`config.mk`:
```
export PLATFORM = sky130hd
export DESIGN_NAME = rdws_top
export DESIGN_NICKNAME = d
export VERILOG_FILES = /design/src/common/rdws_pkg.sv /design/src/rtl/rdws_top.sv
export VERILOG_INCLUDE_DIRS = /design/src /design/src/common
export SDC_FILE = /design/constraint.sdc
export NUM_CORES = 1
export LEC_CHECK = 0
export CAP_MARGIN = 0
export CORE_UTILIZATION = 55
export CTS_CLUSTER_DIAMETER = 200
export DETAILED_ROUTE_END_ITERATION = 8
export DONT_BUFFER_PORTS = 1
export PLACE_DENSITY_LB_ADDON = 0.15
export SETUP_SLACK_MARGIN = 0.05
export SYNTH_ARGS = -nofsm -noshare
export SYNTH_HDL_FRONTEND = slang
export SYNTH_SLANG_ARGS = --single-unit
```
`constraint.sdc`:
```
create_clock -name REF_CLK -period 2.35 [get_ports REF_CLK]
set_input_delay 0.235 -clock REF_CLK [delete_from_list [all_inputs] [get_ports REF_CLK]]
set_output_delay 0.235 -clock REF_CLK [all_outputs]
set_load 0.01 [all_outputs]
```
`src/common/rdws_consts.svh`:
```
// Constants of the reset, restore, wake and status block.
// Assumes a 100 MHz reference clock; times are held in milliseconds, the reboot pulse in cycles.
`ifndef RDWS_CONSTS_SVH
`define RDWS_CONSTS_SVH

// ****************************************************************
// Clock and timing
// ****************************************************************
`define RDWS_CLK_KHZ          100000
`define RDWS_HW_REBOOT_MS     50
`define RDWS_HW_REBOOT_CYC    (`RDWS_HW_REBOOT_MS * `RDWS_CLK_KHZ)
`define RDWS_POLL_MS          10
`define RDWS_POLL_CYC         (`RDWS_POLL_MS * `RDWS_CLK_KHZ)
`define RDWS_RESTORE_HOLD_MS  6000
`define RDWS_RESTORE_POLLS    (`RDWS_RESTORE_HOLD_MS / `RDWS_POLL_MS)
`define RDWS_BLINK_START_MS   5000
`define RDWS_BLINK_POLLS      (`RDWS_BLINK_START_MS / `RDWS_POLL_MS)
`define RDWS_BLINK_HALF_MS    500
`define RDWS_BLINK_HALF_CYC   (`RDWS_BLINK_HALF_MS * `RDWS_CLK_KHZ)
`define RDWS_REBOOT_PULSE_CYC 16

// ****************************************************************
// Configurable pins
// ****************************************************************
`define RDWS_PIN_COUNT        13
`define RDWS_PIN_IRQ          1
`define RDWS_PIN_MISO         2
`define RDWS_PIN_MOSI         3
`define RDWS_PIN_SCK          6
`define RDWS_PIN_CS           7

// ****************************************************************
// Reset values
// ****************************************************************
`define RDWS_PINS_RST         13'h1fff
`define RDWS_SYS_IND_RST      1'b1

`endif

```
`src/common/rdws_pkg.sv`:
```
// Types shared by the reset, restore, wake and status block.
// Assumes rdws_consts.svh is on the include path.
`include "rdws_consts.svh"

package rdws_pkg;

  // ****************************************************************
  // Types
  // ****************************************************************
  typedef logic [`RDWS_PIN_COUNT-1:0] rdws_pins_t;

  typedef enum logic [2:0] {
    S_RUN,
    S_ARMED,
    S_RESTORE,
    S_REBOOT,
    S_STANDBY,
    S_HWRST
  } rdws_state_e;

  // Serial-peripheral lines driven by the module
  typedef struct packed {
    logic mosi;
    logic sck;
    logic cs_n;
  } rdws_spi_s;

  // Wired network link status
  typedef struct packed {
    logic link_up;
    logic speed_100;
    logic activity;
  } rdws_net_s;

endpackage

```
`src/rtl/rdws_top.sv`:
```
// Reset, factory restore, wake, standby and status indicator logic,
// plus direction control of the thirteen configurable pins.
// Assumes all inputs are synchronous to REF_CLK and firmware drives
// the pin and sleep controls.
//
// Function
// - Reboot after hardware reset held low 50ms
// - Restore held six seconds restores defaults, reboots
// - Restore input sampled by periodic polling
// - System indicator on; blinks after five seconds
// - Restore and reboot after button release
// - Wake rising edge leaves standby
// - Standby indicator asserted throughout standby
// - Wireless indicator lit while associated
// - Wireless indicator active low, system high
// - Speed indicator low at 100, high at 10
// - Link indicator low, toggles on activity
// - Thirteen configurable pins, inputs after reset
// - Pin two irq; three,four,seven,eight serial
`timescale 1ns/1ps
`include "rdws_consts.svh"

module rdws_top
  import rdws_pkg::*;
#(
  parameter logic [31:0] HW_REBOOT_CYC  = 32'(`RDWS_HW_REBOOT_CYC),
  parameter logic [31:0] POLL_CYC       = 32'(`RDWS_POLL_CYC),
  parameter logic [31:0] BLINK_HALF_CYC = 32'(`RDWS_BLINK_HALF_CYC)
) (
  input  wire logic       REF_CLK,
  input  wire logic       SRST,
  input  wire logic       HW_REBOOT_N,
  input  wire logic       FACTORY_RESTORE_N,
  input  wire logic       WAKE,
  input  wire logic       SLEEP_REQ,
  input  wire logic       STA_ASSOCIATED,
  input  wire rdws_net_s  NET_STATUS,
  input  wire logic       SPI_ENABLE,
  input  wire rdws_spi_s  SPI_OUT,
  input  wire rdws_pins_t PIN_DIR_OUT,
  input  wire rdws_pins_t PIN_DATA_OUT,
  input  wire rdws_pins_t CONFIGURABLE_PIN_I,
  output logic            CPU_RESET,
  output logic            RESTORE_DEFAULTS,
  output logic            STANDBY_INDICATOR,
  output logic            SYSTEM_INDICATOR,
  output logic            WIRELESS_INDICATOR_N,
  output logic            NET_SPEED_INDICATOR_N,
  output logic            NET_LINK_ACTIVITY_INDICATOR_N,
  output rdws_pins_t      CONFIGURABLE_PIN_O,
  output rdws_pins_t      CONFIGURABLE_PIN_OE_N,
  output rdws_pins_t      PIN_DATA_IN,
  output logic            CONFIGURABLE_PIN_IRQ,
  output logic            SPI_MISO
);

  // ****************************************************************
  // Declarations
  // ****************************************************************
  localparam logic [9:0] RESTORE_POLLS = 10'(`RDWS_RESTORE_POLLS);
  localparam logic [9:0] BLINK_POLLS   = 10'(`RDWS_BLINK_POLLS);
  localparam logic [4:0] PULSE_LAST    = 5'(`RDWS_REBOOT_PULSE_CYC - 1);

  rdws_state_e state_reg,     state_next;
  logic [31:0] hw_cnt_reg,    hw_cnt_next;
  logic [31:0] poll_cnt_reg,  poll_cnt_next;
  logic        samp_reg,      samp_next;
  logic        held_reg,      held_next;
  logic [9:0]  hold_reg,      hold_next;
  logic [4:0]  pulse_reg,     pulse_next;
  logic        wake_prev_reg, wake_prev_next;
  logic [31:0] blink_cnt_reg, blink_cnt_next;
  logic        phase_reg,     phase_next;
  logic        act_tog_reg,   act_tog_next;
  logic        blinking;
  logic        poll_tick;

  logic        cpu_rst_next, restore_next, standby_next;
  logic        sys_ind_next, wifi_n_next, speed_n_next, link_n_next;
  rdws_pins_t  pin_o_next, pin_oe_n_next, pin_in_next;
  logic        irq_next, miso_next;

  // ****************************************************************
  // Restore input polling and hold measurement
  // ****************************************************************
  // Sampled only on poll ticks; two equal samples in a row are needed,
  // so a bounce shorter than one interval neither starts nor ends a hold
  always_comb begin
    poll_tick     = (poll_cnt_reg == POLL_CYC - 32'h1);
    poll_cnt_next = poll_tick ? 32'h0 : poll_cnt_reg + 32'h1;
    samp_next     = samp_reg;
    held_next     = held_reg;
    hold_next     = hold_reg;
    if (poll_tick) begin
      samp_next = FACTORY_RESTORE_N;
      if (samp_reg == FACTORY_RESTORE_N) begin
        held_next = ~FACTORY_RESTORE_N;
      end
      if (!held_reg) begin
        hold_next = 10'h0;
      end else if (hold_reg != RESTORE_POLLS) begin
        hold_next = hold_reg + 10'h1;
      end
    end
  end

  // ****************************************************************
  // Sequencer
  // ****************************************************************
  // Hardware reboot has top priority, even over a running restore
  always_comb begin
    state_next     = state_reg;
    pulse_next     = pulse_reg;
    wake_prev_next = WAKE;
    hw_cnt_next    = 32'h0;
    if (!HW_REBOOT_N) begin
      hw_cnt_next = (hw_cnt_reg == HW_REBOOT_CYC - 32'h1) ?
                    hw_cnt_reg : hw_cnt_reg + 32'h1;
    end
    case (state_reg)
      S_RUN: begin
        if (held_reg && hold_reg == RESTORE_POLLS) begin
          state_next = S_ARMED;
        end else if (SLEEP_REQ) begin
          state_next = S_STANDBY;
        end
      end
      S_ARMED: begin
        if (!held_reg) begin
          state_next = S_RESTORE;
        end
      end
      S_RESTORE: begin
        state_next = S_REBOOT;
        pulse_next = 5'h0;
      end
      S_REBOOT: begin
        pulse_next = pulse_reg + 5'h1;
        if (pulse_reg == PULSE_LAST) begin
          state_next = S_RUN;
        end
      end
      S_STANDBY: begin
        if (WAKE && !wake_prev_reg) begin
          state_next = S_RUN;
        end
      end
      S_HWRST: begin
        if (HW_REBOOT_N) begin
          state_next = S_RUN;
        end
      end
      default: state_next = S_RUN;
    endcase
    if (!HW_REBOOT_N && hw_cnt_reg == HW_REBOOT_CYC - 32'h1) begin
      state_next = S_HWRST;
    end
    cpu_rst_next = (state_next == S_HWRST) ||
                   (state_next == S_REBOOT);
    restore_next = (state_next == S_RESTORE);
    standby_next = (state_next == S_STANDBY);
  end

  // ****************************************************************
  // Status indicators
  // ****************************************************************
  // Blink starts dark so the first change is seen at once
  always_comb begin
    blinking = (held_reg && hold_reg >= BLINK_POLLS) ||
               (state_reg == S_ARMED);
    blink_cnt_next = 32'h0;
    phase_next     = 1'b0;
    if (blinking) begin
      phase_next     = phase_reg;
      blink_cnt_next = blink_cnt_reg + 32'h1;
      if (blink_cnt_reg == BLINK_HALF_CYC - 32'h1) begin
        blink_cnt_next = 32'h0;
        phase_next     = ~phase_reg;
      end
    end
    sys_ind_next = blinking ? phase_next : 1'b1;
    wifi_n_next  = ~STA_ASSOCIATED;
    speed_n_next = ~(NET_STATUS.link_up & NET_STATUS.speed_100);
    act_tog_next = NET_STATUS.link_up &
                   (act_tog_reg ^ NET_STATUS.activity);
    link_n_next  = ~NET_STATUS.link_up | act_tog_next;
  end

  // ****************************************************************
  // Configurable pins
  // ****************************************************************
  // Serial roles override firmware direction on their pins
  for (genvar i = 0; i < `RDWS_PIN_COUNT; i++) begin : g_pin
    logic drive;
    logic level;
    always_comb begin
      drive = PIN_DIR_OUT[i];
      level = PIN_DATA_OUT[i];
      if (SPI_ENABLE) begin
        if (i == `RDWS_PIN_IRQ || i == `RDWS_PIN_MISO) begin
          drive = 1'b0;
        end else if (i == `RDWS_PIN_MOSI) begin
          drive = 1'b1;
          level = SPI_OUT.mosi;
        end else if (i == `RDWS_PIN_SCK) begin
          drive = 1'b1;
          level = SPI_OUT.sck;
        end else if (i == `RDWS_PIN_CS) begin
          drive = 1'b1;
          level = SPI_OUT.cs_n;
        end
      end
    end
    assign pin_oe_n_next[i] = ~drive;
    assign pin_o_next[i]    = level;
    assign pin_in_next[i]   = CONFIGURABLE_PIN_I[i];
  end

  always_comb begin
    irq_next  = SPI_ENABLE & CONFIGURABLE_PIN_I[`RDWS_PIN_IRQ];
    miso_next = SPI_ENABLE & CONFIGURABLE_PIN_I[`RDWS_PIN_MISO];
  end

  // ****************************************************************
  // Registers
  // ****************************************************************
  // Pins leave reset released, so every pin is an input
  always_ff @(posedge REF_CLK) begin
    if (SRST) begin
      state_reg      <= S_RUN;
      hw_cnt_reg     <= 32'h0;
      poll_cnt_reg   <= 32'h0;
      samp_reg       <= 1'b1;
      held_reg       <= 1'b0;
      hold_reg       <= 10'h0;
      pulse_reg      <= 5'h0;
      wake_prev_reg  <= 1'b0;
      blink_cnt_reg  <= 32'h0;
      phase_reg      <= 1'b0;
      act_tog_reg    <= 1'b0;
      CPU_RESET      <= 1'b0;
      RESTORE_DEFAULTS              <= 1'b0;
      STANDBY_INDICATOR             <= 1'b0;
      SYSTEM_INDICATOR              <= `RDWS_SYS_IND_RST;
      WIRELESS_INDICATOR_N          <= 1'b1;
      NET_SPEED_INDICATOR_N         <= 1'b1;
      NET_LINK_ACTIVITY_INDICATOR_N <= 1'b1;
      CONFIGURABLE_PIN_O            <= '0;
      CONFIGURABLE_PIN_OE_N         <= `RDWS_PINS_RST;
      PIN_DATA_IN                   <= '0;
      CONFIGURABLE_PIN_IRQ          <= 1'b0;
      SPI_MISO                      <= 1'b0;
    end else begin
      state_reg      <= state_next;
      hw_cnt_reg     <= hw_cnt_next;
      poll_cnt_reg   <= poll_cnt_next;
      samp_reg       <= samp_next;
      held_reg       <= held_next;
      hold_reg       <= hold_next;
      pulse_reg      <= pulse_next;
      wake_prev_reg  <= wake_prev_next;
      blink_cnt_reg  <= blink_cnt_next;
      phase_reg      <= phase_next;
      act_tog_reg    <= act_tog_next;
      CPU_RESET      <= cpu_rst_next;
      RESTORE_DEFAULTS              <= restore_next;
      STANDBY_INDICATOR             <= standby_next;
      SYSTEM_INDICATOR              <= sys_ind_next;
      WIRELESS_INDICATOR_N          <= wifi_n_next;
      NET_SPEED_INDICATOR_N         <= speed_n_next;
      NET_LINK_ACTIVITY_INDICATOR_N <= link_n_next;
      CONFIGURABLE_PIN_O            <= pin_o_next;
      CONFIGURABLE_PIN_OE_N         <= pin_oe_n_next;
      PIN_DATA_IN                   <= pin_in_next;
      CONFIGURABLE_PIN_IRQ          <= irq_next;
      SPI_MISO                      <= miso_next;
    end
  end

endmodule

```
==> impl_metrics.toml <==
[worst_setup_path]
critical_path_class = "reg -> reg"
path_max_fanout = 32
start_kind = "flop"
arrival_ns = 2.45
end_kind = "flop"
required_ns = 2.66

[synth]
syn_area_mm2 = 0.00699
avgSynthCellArea_um2 = 8.89
yosys_warnings = 0
syn-instance-count = 786
synthArstFlopShare = 0
synth_top_area_frac = 0.479
synth_edf_count = 0
synthTopCellsByArea = "dfxtp_1, nor2_1, xnor2_1"
synthFlopType = "dfxtp_1"
synth-seq-cells = 167
syn_nets = 846
yosysTopAreaCell = "dfxtp_1"
synth.distinct_cells = 50
yosysSeqAreaShare = 0.479

[detailed_routing]
drc = 0
via_per_inst = 5.58
first_pass_iters = 5
vias = 5681
wl_per_cell_um = 15.3
drt-initial-drc-count = 393
wl_um = 15600
ant_nets = 0

[grt]
grt_usage = 0.249
grt_max_degree = 68
grt_pass1_wl_um = 25800
antenna_found_initial = 0
grt_pass1_vias = 5483
overflow = 0

[clocking]
path_clk_slew_ns = 0.06
clk_latency_ns = 0.43
cts_buffer_depth = 2
cts_sinks = 167
htree_levels = 4
cts_buffers = 17
postCtsSetupRepairBufs = 0
root_buffer = "clkbuf_16"
cts_tree = "done"

[power]
clkPwrFrac = 0.457
p_int_w = 0.00453
swShare = 0.230
p_leak_nw = 2.84
pwr-share-seq = 0.502
ir_drop_mv = 0.523
comb_power_share = 0.041
p_sw_w = 0.00135
power_density_mw_per_mm2 = 707

[die]
die-width_um = 115
start_util = 0.572
num_rows = 40
fp.coreArea_mm2 = 0.0122
dieArea_mm2 = 0.0132
fp.dieH_um = 115
io_pins = 101

[sta]
max_freq_ghz = 0.468
fin_crit_sh = 0.909
fin_setup_tns_ns = 0
setup_viol = 0
worst_pin_slew_ns = 0.716
drv_slew = 0
final-hold-violation-count = 0
rsz0062_at_grt = "no"
hold-worst-slack_ns = 0.0188
maxSlewHeadroom = 0.519
skew_ns = 0.0106
min_period_ns = 2.14

[final_layout]
final_cell_mix = "dfxtp_1, nor2_1, dlygate4sd3_1"
diodes = 0
syn_to_final_growth_pct = 19.3
fillers = 961
layout_commonest_cell = "dfxtp_1"
drive_above_1_share = 0.0729
nNetsFinal = 897

[placed_design]
gp_congestion = 0.790
port_buffers = 0
hpwl_um = 9680

[status]
status = "completed"

[hold_path]
hp-class = "in -> reg"

[run]
maxCapViolations = 0
[worst paths after layout]
kind	from	to	slack (ns)	cells past startpoint
worst min register to register	pulse_reg[4]$_SDFFE_PP0P_	pulse_reg[4]$_SDFFE_PP0P_	0.48	2
worst min-delay path	FACTORY_RESTORE_N	held_reg$_SDFFE_PP0P_	0.02	2
worst max-delay path	poll_cnt_reg[0]$_SDFF_PP0_	poll_cnt_reg[14]$_SDFF_PP0_	0.21	7
worst max register to register	poll_cnt_reg[0]$_SDFF_PP0_	poll_cnt_reg[14]$_SDFF_PP0_	0.21	7
[cell type report]
| cell class | instances | area [um2] | share of cell area |
|---|---|---|---|
| multi-input combinational | 565 | 3450 | 0.414 |
| clock buffer | 18 | 439 | 0.0527 |
| inverter | 20 | 75.1 | 0.00901 |
| sequential | 167 | 3340 | 0.401 |
| tap | 168 | 210 | 0.0252 |
| clock inverter | 14 | 140 | 0.0168 |
| timing repair buffer | 66 | 673 | 0.0808 |
[logic make-up (layout without fill, tap and decap cells)]
family | Yosys count | after routing | share of synthesized area
fa+ha+maj | 7 | 7 | 0.0125
simple gates | 413 | 413 | 0.316
flops | 167 | 167 | 0.479
mux | 4 | 4 | 0.00573
xor+xnor | 86 | 86 | 0.108
buf+inv | 54 | 118 | 0.0297
compound gates | 55 | 55 | 0.0491
[synthesized netlist by cell type (2+ instances only)]
library cell	n
dfxtp_1	167
nor2_1	113
nand3_1	52
nand2_1	48
xnor2_1	45
xor2_1	41
nor4_1	36
nor2b_1	28
clkbuf_1	26
nand4_1	24
nor3_1	24
a21oi_1	21
inv_1	20
and3_1	16
nand2b_1	14
and4_1	13
and2_1	9
or3_1	9
ha_1	7
o21ai_1	6
or2_2	6
a31oi_1	5
nand4b_1	5
o21ai_0	5
buf_1	4
buf_2	4
mux2i_1	4
a21o_1	3
nor3b_1	3
nor4b_1	3
o21bai_1	3
a211o_1	2
nand4_2	2
or4b_1	2
[critical path, stage by stage (launching register included)]
cell and delay [ns]:
dfxtp_1 0.42, ha_1 0.27, and2_1 0.22, nand4_2 0.16
or3_1 0.49, nand2b_1 0.16, buf_12 0.20, nor2_1 0.08
[metal layers]
layer	GRT usage	wire [um]
met5	0	0
met4	0.0883	234
met3	0.0656	829
met2	0.428	7710
met1	0.301	6850
[metrics by stage]
step	cells	util	worst slack, ns	total power [W]	area (um2)
after global routing	1018	0.682	0.0614	0.00608	8330
after floorplan	786	-	0.358	0.00314	6990
final	1018	0.682	0.213	0.00589	8330
after detailed placement	932	0.588	0.133	0.00316	7180
after CTS	1018	0.681	0.0898	0.00592	8320
after global placement	932	0.588	0.227	0.00315	7180
[power by group through the flow]
stage                     Sequential (W)  Clock, W  Combinational [W]
final                            0.00296   0.00269           0.000239
after global routing             0.00296   0.00286           0.000262
after CTS                        0.00296   0.00273           0.000234
after detailed placement         0.00302         0           0.000140
after global placement           0.00302         0           0.000132
after floorplan                  0.00300         0           0.000134
[timing repair]
item | in CTS | in global routing
endpoints found under the setup margin | 0 | 20
resized for setup | 0 | 3
hold endpoints to repair | 71 | 0
hold buffers | 54 | 0
Power figures use the tool's default switching activity.
